<file path="src/design/efm_pkg.sv">
// Shared constants and types of the encoder feedback monitor
`default_nettype none
package efm_pkg;
  // ---------------------------------------------------------------
  // Register map (byte addresses)
  // ---------------------------------------------------------------
  localparam logic [4:0] EFM_A_CTRL   = 5'h00;
  localparam logic [4:0] EFM_A_PPR    = 5'h04;
  localparam logic [4:0] EFM_A_LEVEL  = 5'h08;
  localparam logic [4:0] EFM_A_TIME   = 5'h0c;
  localparam logic [4:0] EFM_A_MAXF   = 5'h10;
  localparam logic [4:0] EFM_A_STATUS = 5'h14;
  localparam logic [4:0] EFM_A_MASK   = 5'h18;
  localparam logic [4:0] EFM_A_SPEED  = 5'h1c;
  // ---------------------------------------------------------------
  // Writable bits and reset values
  // ---------------------------------------------------------------
  localparam logic [31:0] EFM_CTRL_WM  = 32'h0000_01f7;
  localparam logic [31:0] EFM_CTRL_RST = 32'h0000_00a0;
  localparam logic [31:0] EFM_PPR_WM   = 32'h0000_7fff;
  localparam logic [31:0] EFM_PPR_RST  = 32'h0000_0258;
  localparam logic [31:0] EFM_LVL_WM   = 32'h0000_3f7f;
  localparam logic [31:0] EFM_LVL_RST  = 32'h0000_3273;
  localparam logic [31:0] EFM_TIME_WM  = 32'h007f_1f7f;
  localparam logic [31:0] EFM_TIME_RST = 32'h0005_010a;
  localparam logic [31:0] EFM_MAXF_WM  = 32'h0000_03ff;
  localparam logic [31:0] EFM_MAXF_RST = 32'h0000_003c;
  localparam logic [3:0]  EFM_ST_WM    = 4'hf;
  localparam logic [14:0] EFM_PPR_MAX  = 15'h4e20;
  // ---------------------------------------------------------------
  // Field positions
  // ---------------------------------------------------------------
  localparam int EFM_F_TYPE  = 0;
  localparam int EFM_F_FBT   = 4;
  localparam int EFM_F_SST   = 6;
  localparam int EFM_F_UVW   = 8;
  localparam int EFM_F_SLIP  = 8;
  localparam int EFM_F_STT   = 8;
  localparam int EFM_F_SLT   = 16;
  localparam int EFM_S_FB    = 0;
  localparam int EFM_S_SS    = 1;
  localparam int EFM_S_ALIGN = 2;
  localparam int EFM_S_SIG   = 3;
  // ---------------------------------------------------------------
  // Timing
  // ---------------------------------------------------------------
  localparam int unsigned EFM_CLK_NS      = 100;
  localparam int unsigned EFM_TICK_NS     = 100_000_000;
  localparam int unsigned EFM_TICK_CYCLES = EFM_TICK_NS / EFM_CLK_NS;
  localparam int unsigned EFM_TICKS_PER_S = 10;
  localparam logic [4:0]  EFM_ALIGN_WIN   = 5'h10;
  // ---------------------------------------------------------------
  // Modes
  // ---------------------------------------------------------------
  typedef enum logic [2:0] {
    EFM_IN_OFF  = 3'h0,
    EFM_QUAD_A  = 3'h1,
    EFM_QUAD_B  = 3'h2,
    EFM_PDIR_H  = 3'h3,
    EFM_PDIR_L  = 3'h4,
    EFM_SINGLE  = 3'h5
  } efm_in_t;
  typedef enum logic [1:0] {
    EFM_KEEP = 2'h0,
    EFM_RAMP = 2'h1,
    EFM_STOP = 2'h2
  } efm_treat_t;
endpackage
`default_nettype wire

</file>
<file path="src/design/efm_dec_if.sv">
// Carrier between the monitor core and the channel decoder
`timescale 1ns/10ps
`default_nettype none
interface efm_dec_if;
  logic       a;
  logic       b;
  logic [2:0] in_type;
  logic       step;
  logic       dir;
  logic       sig_err;
  modport dec  (input a, b, in_type, output step, dir, sig_err);
  modport core (output a, b, in_type, input step, dir, sig_err);
endinterface
`default_nettype wire

</file>
<file path="src/design/efm_decode.sv">
// Channel A/B decoder: count step and direction per input type
`timescale 1ns/10ps
`default_nettype none
module efm_decode
  import efm_pkg::*;
(
  input  wire logic clk,
  input  wire logic rst_n,
  efm_dec_if.dec    port
);
  logic a_d;
  logic b_d;
  logic a_rise;
  logic quad;

  assign a_rise = port.a & ~a_d;
  assign quad   = (port.in_type == EFM_QUAD_A) || (port.in_type == EFM_QUAD_B);

  always_ff @(posedge clk or negedge rst_n) begin
    if (!rst_n) begin
      a_d <= 1'b0;
      b_d <= 1'b0;
    end else begin
      a_d <= port.a;
      b_d <= port.b;
    end
  end

  // One count per A rising edge in every mode except type 0, which gives no count
  always_ff @(posedge clk or negedge rst_n) begin
    if (!rst_n) begin
      port.step <= 1'b0;
      port.dir  <= 1'b1;
    end else begin
      port.step <= 1'b0;
      unique case (port.in_type)
        EFM_IN_OFF: port.step <= 1'b0;
        EFM_QUAD_A: begin
          port.step <= a_rise;
          if (a_rise) port.dir <= ~port.b;
        end
        EFM_QUAD_B: begin
          port.step <= a_rise;
          if (a_rise) port.dir <= port.b;
        end
        EFM_PDIR_H: begin
          port.step <= a_rise;
          if (a_rise) port.dir <= port.b;
        end
        EFM_PDIR_L: begin
          port.step <= a_rise;
          if (a_rise) port.dir <= ~port.b;
        end
        EFM_SINGLE: begin
          port.step <= a_rise;
          if (a_rise) port.dir <= 1'b1;
        end
        default: port.step <= 1'b0;
      endcase
    end
  end

  // Both channels moving in one sample is impossible for clean quadrature
  always_ff @(posedge clk or negedge rst_n) begin
    if (!rst_n) port.sig_err <= 1'b0;
    else port.sig_err <= quad && (port.a ^ a_d) && (port.b ^ b_d);
  end
endmodule
`default_nettype wire

</file>
<file path="src/design/efm_top.sv">
// Encoder feedback monitor: decode, speed window, fault qualification
// Functional notes
// Type 1: quadrature, A leading is forward, B leading is reverse.
// Type 2: quadrature inverted, B leading is forward, A leading reverse.
// Type 3: pulses on A, B low reverse, B high forward.
// Type 4: pulses on A, B low forward, B high reverse.
// Speed comparisons scale with configured pulses per revolution.
// Loss, signal or setting error beyond detection time raises feedback fault.
// Feedback fault treatment: 0 warn, 1 ramp stop, 2 stop output.
// Feedback above stall level of max frequency is stall; 0 disables.
// Speed minus motor frequency beyond slip range is slip; 0 disables.
// Qualified slip or stall accumulates time in a qualification timer.
// Accumulated time beyond stall detection time raises stall/slip fault.
// Stall/slip fault treatment: 0 warn, 1 ramp stop, 2 coast stop.
// Alignment 0: index expected at falling edge of U.
// Alignment 1: index expected at rising edge of U.
// Type 0 ignores inputs; type 5 counts A pulses, forward. In type 0 the code ignores only A and B; the Z/U index check still runs.
// A timer clears when its condition goes away before expiry.
`timescale 1ns/10ps
`default_nettype none
module efm_top
  import efm_pkg::*;
#(
  parameter int unsigned TICK_CYCLES = EFM_TICK_CYCLES
)(
  input  wire logic        CORE_CLK,
  input  wire logic        RST_N,
  input  wire logic [4:0]  AVS_ADDRESS,
  input  wire logic        AVS_READ,
  input  wire logic        AVS_WRITE,
  input  wire logic [31:0] AVS_WRITEDATA,
  input  wire logic [3:0]  AVS_BYTEENABLE,
  output logic      [31:0] AVS_READDATA,
  output logic             AVS_WAITREQUEST,
  input  wire logic        A_IN,
  input  wire logic        B_IN,
  input  wire logic        Z_IN,
  input  wire logic        U_IN,
  input  wire logic [9:0]  MOTOR_FREQ,
  input  wire logic        RUNNING,
  output logic             DIR_FWD,
  output logic             WARN,
  output logic             RAMP_STOP,
  output logic             COAST_STOP,
  output logic             IRQ
);
  // -----------------------------------------------------------------
  // Byte lane helpers
  // -----------------------------------------------------------------
  function automatic logic [31:0] wmerge(input logic [31:0] old,
                                         input logic [31:0] wd,
                                         input logic [3:0]  be,
                                         input logic [31:0] wm);
    logic [31:0] bm;
    bm = {{8{be[3]}}, {8{be[2]}}, {8{be[1]}}, {8{be[0]}}} & wm;
    return (old & ~bm) | (wd & bm);
  endfunction

  // -----------------------------------------------------------------
  // Pin synchronisers
  // -----------------------------------------------------------------
  logic [3:0] pin_raw;
  logic [3:0] pin_meta;
  logic [3:0] pin_sync;
  logic [1:0] zu_d;

  assign pin_raw = {U_IN, Z_IN, B_IN, A_IN};

  genvar gi;
  generate
    for (gi = 0; gi < 4; gi++) begin : g_sync
      always_ff @(posedge CORE_CLK or negedge RST_N) begin
        if (!RST_N) begin
          pin_meta[gi] <= 1'b0;
          pin_sync[gi] <= 1'b0;
        end else begin
          pin_meta[gi] <= pin_raw[gi];
          pin_sync[gi] <= pin_meta[gi];
        end
      end
    end
  endgenerate

  always_ff @(posedge CORE_CLK or negedge RST_N) begin
    if (!RST_N) zu_d <= 2'h0;
    else zu_d <= pin_sync[3:2];
  end

  // -----------------------------------------------------------------
  // Avalon slave: one wait state on every access
  // -----------------------------------------------------------------
  logic        ack;
  logic        req;
  logic        wr_en;
  logic [31:0] ctrl;
  logic [31:0] ppr_reg;
  logic [31:0] lvl_reg;
  logic [31:0] time_reg;
  logic [31:0] maxf_reg;
  logic [3:0]  status;
  logic [3:0]  mask;
  logic [3:0]  st_set;
  logic [3:0]  st_clr;
  logic [15:0] speed;

  assign req             = AVS_READ | AVS_WRITE;
  assign AVS_WAITREQUEST = req & ~ack;
  assign wr_en           = AVS_WRITE & ack;

  always_ff @(posedge CORE_CLK or negedge RST_N) begin
    if (!RST_N) ack <= 1'b0;
    else ack <= req & ~ack;
  end

  always_ff @(posedge CORE_CLK or negedge RST_N) begin
    if (!RST_N) begin
      AVS_READDATA <= 32'h0;
    end else if (AVS_READ && !ack) begin
      unique case (AVS_ADDRESS)
        EFM_A_CTRL:   AVS_READDATA <= ctrl;
        EFM_A_PPR:    AVS_READDATA <= ppr_reg;
        EFM_A_LEVEL:  AVS_READDATA <= lvl_reg;
        EFM_A_TIME:   AVS_READDATA <= time_reg;
        EFM_A_MAXF:   AVS_READDATA <= maxf_reg;
        EFM_A_STATUS: AVS_READDATA <= {28'h0, status};
        EFM_A_MASK:   AVS_READDATA <= {28'h0, mask};
        EFM_A_SPEED:  AVS_READDATA <= {15'h0, DIR_FWD, speed};
        default:      AVS_READDATA <= 32'h0;
      endcase
    end
  end

  // Configuration registers
  always_ff @(posedge CORE_CLK or negedge RST_N) begin
    if (!RST_N) begin
      ctrl     <= EFM_CTRL_RST;
      ppr_reg  <= EFM_PPR_RST;
      lvl_reg  <= EFM_LVL_RST;
      time_reg <= EFM_TIME_RST;
      maxf_reg <= EFM_MAXF_RST;
      mask     <= 4'h0;
    end else if (wr_en) begin
      unique case (AVS_ADDRESS)
        EFM_A_CTRL:  ctrl <= wmerge(ctrl, AVS_WRITEDATA, AVS_BYTEENABLE, EFM_CTRL_WM);
        EFM_A_PPR:   ppr_reg <= wmerge(ppr_reg, AVS_WRITEDATA, AVS_BYTEENABLE, EFM_PPR_WM);
        EFM_A_LEVEL: lvl_reg <= wmerge(lvl_reg, AVS_WRITEDATA, AVS_BYTEENABLE, EFM_LVL_WM);
        EFM_A_TIME:  time_reg <= wmerge(time_reg, AVS_WRITEDATA, AVS_BYTEENABLE, EFM_TIME_WM);
        EFM_A_MAXF:  maxf_reg <= wmerge(maxf_reg, AVS_WRITEDATA, AVS_BYTEENABLE, EFM_MAXF_WM);
        EFM_A_MASK:  if (AVS_BYTEENABLE[0]) mask <= AVS_WRITEDATA[3:0];
        default:     mask <= mask;
      endcase
    end
  end

  // -----------------------------------------------------------------
  // Field views
  // -----------------------------------------------------------------
  logic [2:0]  in_type;
  logic [1:0]  fb_treat;
  logic [1:0]  ss_treat;
  logic        uvw_rise;
  logic [14:0] ppr;
  logic [6:0]  stall_lvl;
  logic [5:0]  slip_rng;
  logic [6:0]  fb_time;
  logic [4:0]  stall_time;
  logic [6:0]  slip_time;
  logic [9:0]  maxf;

  assign in_type    = ctrl[EFM_F_TYPE +: 3];
  assign fb_treat   = ctrl[EFM_F_FBT +: 2];
  assign ss_treat   = ctrl[EFM_F_SST +: 2];
  assign uvw_rise   = ctrl[EFM_F_UVW];
  assign ppr        = ppr_reg[14:0];
  assign stall_lvl  = lvl_reg[6:0];
  assign slip_rng   = lvl_reg[EFM_F_SLIP +: 6];
  assign fb_time    = time_reg[6:0];
  assign stall_time = time_reg[EFM_F_STT +: 5];
  assign slip_time  = time_reg[EFM_F_SLT +: 7];
  assign maxf       = maxf_reg[9:0];

  // -----------------------------------------------------------------
  // Decoder
  // -----------------------------------------------------------------
  efm_dec_if dec_if ();

  assign dec_if.a       = pin_sync[0];
  assign dec_if.b       = pin_sync[1];
  assign dec_if.in_type = in_type;
  assign DIR_FWD        = dec_if.dir;

  efm_decode u_dec (
    .clk   (CORE_CLK),
    .rst_n (RST_N),
    .port  (dec_if.dec)
  );

  // -----------------------------------------------------------------
  // 0.1 s time base and speed window
  // -----------------------------------------------------------------
  logic [19:0] tick_cnt;
  logic        tick;
  logic [15:0] win_cnt;
  logic        sig_seen;
  logic        sig_win;

  assign tick = (tick_cnt == 20'(TICK_CYCLES - 1));

  always_ff @(posedge CORE_CLK or negedge RST_N) begin
    if (!RST_N) tick_cnt <= 20'h0;
    else if (tick) tick_cnt <= 20'h0;
    else tick_cnt <= tick_cnt + 20'h1;
  end

  // Saturating so a runaway encoder cannot wrap to a low speed
  always_ff @(posedge CORE_CLK or negedge RST_N) begin
    if (!RST_N) begin
      win_cnt <= 16'h0;
      speed   <= 16'h0;
    end else if (tick) begin
      win_cnt <= 16'h0;
      speed   <= win_cnt;
    end else if (dec_if.step && win_cnt != 16'hffff) begin
      win_cnt <= win_cnt + 16'h1;
    end
  end

  always_ff @(posedge CORE_CLK or negedge RST_N) begin
    if (!RST_N) begin
      sig_seen <= 1'b0;
      sig_win  <= 1'b0;
    end else if (tick) begin
      sig_seen <= dec_if.sig_err;
      sig_win  <= sig_seen;
    end else if (dec_if.sig_err) begin
      sig_seen <= 1'b1;
    end
  end

  // -----------------------------------------------------------------
  // Fault conditions, all in encoder counts per second
  // -----------------------------------------------------------------
  logic [39:0] fb_v;
  logic [39:0] motor_v;
  logic [39:0] max_v;
  logic [39:0] diff_v;
  logic        stall;
  logic        slip;
  logic        ppr_err;
  logic        loss;
  logic        fb_cond;

  assign fb_v    = 40'(speed) * 40'(EFM_TICKS_PER_S);
  assign motor_v = 40'(MOTOR_FREQ) * 40'(ppr);
  assign max_v   = 40'(maxf) * 40'(ppr);
  assign diff_v  = (fb_v > motor_v) ? fb_v - motor_v : motor_v - fb_v;
  assign stall   = (stall_lvl != 7'h0) &&
                   (fb_v * 40'h64 > 40'(stall_lvl) * max_v);
  assign slip    = (slip_rng != 6'h0) && RUNNING &&
                   (diff_v * 40'h64 > 40'(slip_rng) * max_v);
  assign ppr_err = (ppr == 15'h0) || (ppr > EFM_PPR_MAX) || (in_type > EFM_SINGLE);
  assign loss    = RUNNING && (MOTOR_FREQ != 10'h0) && (speed == 16'h0);
  assign fb_cond = ppr_err || ((in_type != EFM_IN_OFF) && (loss || sig_win));

  // -----------------------------------------------------------------
  // Qualification timers, counted in 0.1 s ticks
  // -----------------------------------------------------------------
  logic [6:0] fb_tmr;
  logic [6:0] slip_tmr;
  logic [4:0] ss_tmr;
  logic       slip_q;
  logic       ss_hold;
  logic       fb_set;
  logic       ss_set;

  assign slip_q  = slip && (slip_tmr >= slip_time);
  assign ss_hold = slip_q || stall;
  assign fb_set  = tick && fb_cond && (fb_tmr >= fb_time);
  assign ss_set  = tick && ss_hold && (ss_tmr >= stall_time);

  always_ff @(posedge CORE_CLK or negedge RST_N) begin
    if (!RST_N) fb_tmr <= 7'h0;
    else if (tick && !fb_cond) fb_tmr <= 7'h0;
    else if (tick && fb_tmr != 7'h7f) fb_tmr <= fb_tmr + 7'h1;
  end

  always_ff @(posedge CORE_CLK or negedge RST_N) begin
    if (!RST_N) slip_tmr <= 7'h0;
    else if (tick && !slip) slip_tmr <= 7'h0;
    else if (tick && slip_tmr != 7'h7f) slip_tmr <= slip_tmr + 7'h1;
  end

  always_ff @(posedge CORE_CLK or negedge RST_N) begin
    if (!RST_N) ss_tmr <= 5'h0;
    else if (tick && !ss_hold) ss_tmr <= 5'h0;
    else if (tick && ss_tmr != 5'h1f) ss_tmr <= ss_tmr + 5'h1;
  end

  // -----------------------------------------------------------------
  // Index against commutation edge
  // -----------------------------------------------------------------
  logic [4:0] u_age;
  logic       u_edge;
  logic       z_rise;
  logic       align_err;

  assign u_edge    = uvw_rise ? (pin_sync[3] & ~zu_d[1])
                              : (~pin_sync[3] & zu_d[1]);
  assign z_rise    = pin_sync[2] & ~zu_d[0];
  assign align_err = z_rise && (u_age >= EFM_ALIGN_WIN);

  always_ff @(posedge CORE_CLK or negedge RST_N) begin
    if (!RST_N) u_age <= EFM_ALIGN_WIN;
    else if (u_edge) u_age <= 5'h0;
    else if (u_age != 5'h1f) u_age <= u_age + 5'h1;
  end

  // -----------------------------------------------------------------
  // Status, interrupt and stop treatment
  // -----------------------------------------------------------------
  assign st_set = {dec_if.sig_err, align_err, ss_set, fb_set};
  assign st_clr = (wr_en && AVS_ADDRESS == EFM_A_STATUS && AVS_BYTEENABLE[0]) ?
                  (AVS_WRITEDATA[3:0] & EFM_ST_WM) : 4'h0;

  // A new event beats a clear written in the same cycle
  always_ff @(posedge CORE_CLK or negedge RST_N) begin
    if (!RST_N) status <= 4'h0;
    else status <= (status & ~st_clr) | st_set;
  end

  // Stop output and coast both cut drive output; coast dominates ramp
  logic fb_f;
  logic ss_f;
  logic next_coast;
  logic next_ramp;

  assign fb_f       = status[EFM_S_FB];
  assign ss_f       = status[EFM_S_SS];
  assign next_coast = (fb_f && fb_treat >= EFM_STOP) ||
                      (ss_f && ss_treat >= EFM_STOP);
  assign next_ramp  = !next_coast &&
                      ((fb_f && fb_treat == EFM_RAMP) ||
                       (ss_f && ss_treat == EFM_RAMP));

  always_ff @(posedge CORE_CLK or negedge RST_N) begin
    if (!RST_N) begin
      WARN       <= 1'b0;
      RAMP_STOP  <= 1'b0;
      COAST_STOP <= 1'b0;
      IRQ        <= 1'b0;
    end else begin
      WARN       <= fb_f | ss_f;
      RAMP_STOP  <= next_ramp;
      COAST_STOP <= next_coast;
      IRQ        <= |(status & mask);
    end
  end
endmodule
`default_nettype wire

</file>
<file path="config.mk">
export PLATFORM = sky130hd
export DESIGN_NAME = efm_top
export DESIGN_NICKNAME = d
export VERILOG_FILES = /design/src/design/efm_pkg.sv /design/src/design/efm_dec_if.sv /design/src/design/efm_decode.sv /design/src/design/efm_top.sv
export SDC_FILE = /design/constraint.sdc
export NUM_CORES = 2
export LEC_CHECK = 0
export ABC_AREA = 1
export CAP_MARGIN = 10
export CORE_ASPECT_RATIO = 2
export CORE_MARGIN = 1
export CORE_UTILIZATION = 32
export DETAILED_ROUTE_END_ITERATION = 16
export DONT_BUFFER_PORTS = 1
export SKIP_CTS_REPAIR_TIMING = 1
export SYNTH_ARGS = -nofsm -noshare
export SYNTH_HDL_FRONTEND = slang
export SYNTH_SLANG_ARGS = --single-unit
</file>
<file path="constraint.sdc">
create_clock -name CORE_CLK -period 10.7 [get_ports CORE_CLK]
set_input_delay 1.07 -clock CORE_CLK [delete_from_list [all_inputs] [get_ports CORE_CLK]]
set_output_delay 1.07 -clock CORE_CLK [all_outputs]
set_load 0.02 [all_outputs]
</file>
# Word level (Yosys, flattened, before mapping)

Index checks and enable logic that the tools add are counted.

Add/sub/neg operators: 8
$lt $le $gt $ge: 11
Mux-type cells: 22
Eq/ne operators: 23
Bitwise operators: 40
Reductions and logical operators: 67
Multiply operators: 7
Shift operators: 0
Div/mod/pow operators: 0

Operators by type and width:

| kind                                                                  | count |
|---|---|
| 32-bit case mux with 8 select lines                                   | 1 |
| 32-bit bitwise AND                                                    | 5 |
| 32-bit bitwise OR                                                     | 5 |
| 10-bit by 15-bit multiplier with 25-bit output                        | 2 |
| 40-bit by 31-bit > comparator with 1-bit output                       | 1 |
| 40-bit by 5-bit multiplier with 38-bit output (second input constant) | 1 |
| 40-bit two-way mux                                                    | 1 |
| 32-bit by 10-bit bitwise AND with 32-bit output                       | 1 |
| 32-bit by 14-bit bitwise AND with 32-bit output                       | 1 |
| 32-bit by 15-bit bitwise AND with 32-bit output                       | 1 |
| 32-bit by 23-bit bitwise AND with 32-bit output                       | 1 |
| 32-bit by 9-bit bitwise AND with 32-bit output                        | 1 |
| 27-bit by 32-bit > comparator with 1-bit output                       | 1 |
| 7-bit by 25-bit multiplier with 32-bit output                         | 1 |
| 16-bit two-way mux                                                    | 2 |
| 10-bit NOT with 32-bit output                                         | 1 |
| 14-bit NOT with 32-bit output                                         | 1 |
| 15-bit NOT with 32-bit output                                         | 1 |
| 23-bit NOT with 32-bit output                                         | 1 |
| 9-bit NOT with 32-bit output                                          | 1 |
| 6-bit by 25-bit multiplier with 31-bit output                         | 1 |
| 1-bit logical AND                                                     | 29 |
| 7-bit two-way mux                                                     | 4 |
| 20-bit by 25-bit subtractor with 26-bit output                        | 1 |
| other kinds (54)                                                      | 113 |

Bits in read-only memories: 0
Output and inout bits: 38
Bits of input ports: 60
Word-level logic and storage cells: 214
RAM bits: 0
Register bits: 298
Memories: 0
Bits in latches: 0

# Logic depth before layout (Yosys ltp)

Word-level depth: 11
Depth in mapped cells: 71
Depth with buffers taken out: 67

# By module

Synthesis repeated with hierarchy kept, for this count alone.

Cell total of the unflattened synthesis: 4879
Area total of the unflattened synthesis: 37078.1 sq um

Modules (own cells, without submodules):

| module     | times used | sequential area each (sq um) | cells an instance | area an instance (sq um) |
|---|---|---|---|---|
| efm_top    | 1          | 4759.6                       | 4850              | 36832.8 |
| efm_decode | 1          | 126.4                        | 29                | 245.2 |

# Worst setup path before layout

Ideal clock, no wire load.

Kind: input port to flip-flop
From: in MOTOR_FREQ[9]
To: reg slip_tmr[5]
Data required time: 10582 ps
Data arrival time: 11852 ps
Buffers on the path: 4
Setup time: 118 ps
Setup slack: -1270 ps
Stages on the path: 68
Cells stage by stage: clkbuf_1 -> clkbuf_1 -> nand2_1 -> fa_1 -> fa_1 -> inv_1 -> fa_1 -> fa_1 -> inv_1 -> fa_1 -> inv_1 -> ha_1 -> nand2_1 -> inv_1 -> nand2_1 -> nand2_1 -> nand2_1 -> nand2_1 -> [... 32 more ...] -> o21ai_1 -> a21oi_1 -> nor3_1 -> nor2_1 -> o31ai_1 -> xor2_1 -> ha_1 -> nand2_1 -> nor3_1 -> nand3_1 -> nor2_1 -> a21oi_1 -> nor2_1 -> nand2_2 -> nand2_2 -> nand2_4 -> nand3b_1 -> nand2_1

Word-level cells in the longest chain between the ends: 9
Elaborated cells between the ends (all ways): 12
Those cells by class: 2 x add/sub; 2 x mul; 2 x order compare; 2 x mux; 4 x reduce/logical

Ends and longest elaborated chain:

| what                                                                   | RTL line       | text |
|---|---|---|
| from (decl)                                                            | efm_top.sv:39  | `input wire logic [9:0] MOTOR_FREQ,` |
| 10-bit by 15-bit multiplier with 25-bit output *                       | efm_top.sv:254 | `assign motor_v = 40'(MOTOR_FREQ) * 40'(ppr);` |
| 25-bit by 20-bit subtractor with 26-bit output (tied with other cells) | efm_top.sv:256 | `assign diff_v = (fb_v > motor_v) ? fb_v - motor_v : motor_v - fb_v;` |
| 40-bit two-way mux *                                                   | efm_top.sv:256 |  |
| 40-bit by 5-bit multiplier with 38-bit output *                        | efm_top.sv:260 | `(diff_v * 40'h64 > 40'(slip_rng) * max_v);` |
| 40-bit by 31-bit > comparator with 1-bit output *                      | efm_top.sv:260 |  |
| 1-bit logical AND *                                                    | efm_top.sv:259 | `assign slip = (slip_rng != 6'h0) && RUNNING &&` |
| 1-bit zero test *                                                      | efm_top.sv:289 | `else if (tick && !slip) slip_tmr <= 7'h0;` |
| 1-bit logical AND *                                                    | efm_top.sv:289 |  |
| 7-bit two-way mux or 2-bit nonzero test (tied branches)                | -              |  |
| to (signal assigned)                                                   | efm_top.sv:290 | `else if (tick && slip_tmr != 7'h7f) slip_tmr <= slip_tmr + 7'h1;` |
| to (decl)                                                              | efm_top.sv:269 | `logic [6:0] slip_tmr;` |

Every way passes the cells marked *; elsewhere a longest branch is shown, timed or not.
A chain may end at the register's enable or synchronous reset.

==> flow_summary.yaml <==
yosys:
  yosys_warnings: 0
  synth-edff-count: 0
  synth-main-ff-cell: "dfrtp_1"
  synth_area_um2: 37000
  ys_ff_latch: 194
  synth_cell_types: 61
  seq_area_frac_synth: 0.132
  synthCells: 4887
  synth.avg_cell_area_um2: 7.57
  async_reset_ff_frac: 1.00
status:
  status: "finished with violations"
  violations: "negative setup slack"
critical_path:
  r2r_slack_ns: -0.36
  worst-path-stages: 51
  crit_fanout: 11
  start_kind: "flop"
  max_stage_delay_ns: 0.63
  slowest_stage: "fa_2"
  r2r_end: "slip_tmr[5]"
  cp_num_buf_inv: 13
  cp_top_family: "adder cells"
  crit_type: "reg2reg"
  crit_end: "slip_tmr[5]"
  end_kind: "flop"
  r2r_cells: 51
  worstPathArrival_ns: 11.41
  crit_top_cell: "fa_1"
  worstPathRequired_ns: 11.05
global_route:
  antenna_found_initial: 4
  grt_pass1_wl_um: 191000
  grt_pass1_vias: 35700
  globalRouteTotalUtil: 0.212
  gr-total-overflow: 0
  grt_max_degree: 195
floorplanning:
  initial_utilization: 0.323
  num_io_pins: 98
  row_count: 176
  die_y_um: 483
  dieArea_um2: 117000
  core-area_um2: 115000
  fp.dieW_um: 242
layout:
  layout.nets: 6396
  final_common_cell: "nand2_1"
  syn_to_final_growth_pct: 22.7
  drive_gt1_frac: 0.189
  mostFrequentLayoutCells: "1,096 x nand2_1, 1,036 x inv_1, 610 x buf_4, 460 x ha_1, 447 x fa_1"
  nFillCells: 11700
timing:
  hold_viol: 0
  worst_slack_ns: -0.360
  period_needed_ns: 11.06
  fin_crit_sh: 1.03
  max_freq_mhz: 90.4
  setup_viol: 13
  max_slew_margin: 0.290
  rsz0062_at_grt: "yes"
  skew_ns: 0.0215
  tns_ns: -4.30
  tightest_slew_ns: 1.06
  maxSlewViolCount: 0
route:
  drc: 0
  dr.pass1.iters: 6
  avgRoutedWirePerCell_um: 18.0
  drt_iter0_drc: 1554
  ant_nets: 0
  avgViaCountPerCell: 4.90
  drt-total-wl_um: 125000
  vias: 33900
clock_tree:
  cts_sinks: 194
  cts_buffers: 17
  clk_pin_slew_ns: 0.08
  clkLatencyLatePin_ns: 0.46
  cts_tree: "built"
  root_buffer: "clkbuf_16"
  h-tree-depth: 4
  clockBufferDepth: 2
placement:
  dp_hpwl_um: 106000
  globalplace.congestion: 0.999
  io_buffers: 0
run:
  drv_cap: 0
hold_path:
  hp-class: "in2async"
## how the worst min path moves through the flow
stage                      from  depth (start not counted)  slack, ns           end
finish                    RST_N                          0       0.30           ack
global route              RST_N                          0       0.28  tick_cnt[15]
CTS                       RST_N                          0       0.28   tick_cnt[2]
detailed placement  pin_meta[0]                          0       0.34      dec_if.a
global placement    pin_meta[3]                          0       0.34   pin_sync[3]
floorplan           pin_meta[0]                          0       0.33      dec_if.a
## worst register-to-register path, delay by kind of cell, from the launching register on
family,cells,cell delay (ns)
AO/OA/AOI/OAI,12,1.57
XOR/XNOR,1,0.24
adder cells (fa/ha/maj),11,5.14
buffers and inverters,13,1.66
flip-flops,1,0.62
AND/OR/NAND/NOR,14,1.71
## per-layer routing
metal,track usage,wire [um],vias up,share of wire
met5,0,17,-,0.00014
met4,0.191,13100,2,0.10
met3,0.0195,3760,441,0.030
met2,0.418,68300,947,0.55
met1,0.189,39400,16500,0.32
li1,-,-,16100,-
## cell usage after synthesis, drive strengths merged (2+ instances only)
library cell  number  area share
nand2           1169        0.12
or2               29      0.0049
clkinv             3     0.00030
o211a              2     0.00054
dfrtp            169        0.11
nor3b              4     0.00081
nor3              29      0.0039
o21a              11      0.0022
and2               3     0.00051
a221oi            13      0.0031
o2111ai            5      0.0012
ha               500        0.17
nor2             237       0.025
a21oi            273       0.037
o22ai             12      0.0020
o31ai             14      0.0028
buf               11      0.0021
nor4              16      0.0027
o221ai             9      0.0021
dfstp             25       0.018
o21bai            15      0.0030
xor2             107       0.026
a21boi            14      0.0028
and3               3     0.00051
a22o               2     0.00047
a211oi            13      0.0026
nand4             37      0.0067
fa               451        0.24
clkbuf           154       0.016
nand3            135       0.019
inv             1068        0.11
a31oi             10      0.0017
a31o               2     0.00047
o21ai            234       0.032
a21o              14      0.0028
nand3b             8      0.0016
o211ai             9      0.0018
xnor2             69       0.016
## cell families after synthesis
logic type,after synthesis,synth area share
buffers and inverters,1236,0.126
XOR/XNOR,176,0.0418
other,1,0.000101
multiplexers,2,0.000575
AND/OR/NAND/NOR,1671,0.186
AO/OA/AOI/OAI,656,0.0997
flip-flops,194,0.132
adder cells (fa/ha/maj),951,0.413
## layout make-up
cell class              instances  area [um2]  area share
well taps                    1513        1890      0.0417
clock inverters                12         118     0.00259
clock buffers                  20         467      0.0103
flip-flops and latches        194        4890       0.108
repair buffers                636        5050       0.111
multi-input cells            3465       29000       0.638
inverters                    1071        4030      0.0886
diodes                          3        7.51    0.000165
## through the flow
stage | instance area (um2) | instances | utilization | setup slack (ns) | hold WS, ns
final | 45400 | 6914 | 0.396 | -0.360 | 0.298
after global routing | 45400 | 6913 | 0.396 | -0.874 | 0.283
after CTS | 43800 | 6868 | 0.381 | -0.997 | 0.282
after detailed placement | 43200 | 6836 | 0.376 | -1.12 | 0.337
after global placement | 43200 | 6836 | 0.376 | -0.988 | 0.336
after floorplan | 37500 | 4895 | - | -0.441 | 0.331
Power is not shown: default switching activity piles up to over one toggle a cycle in this logic, so the estimate is an artifact.
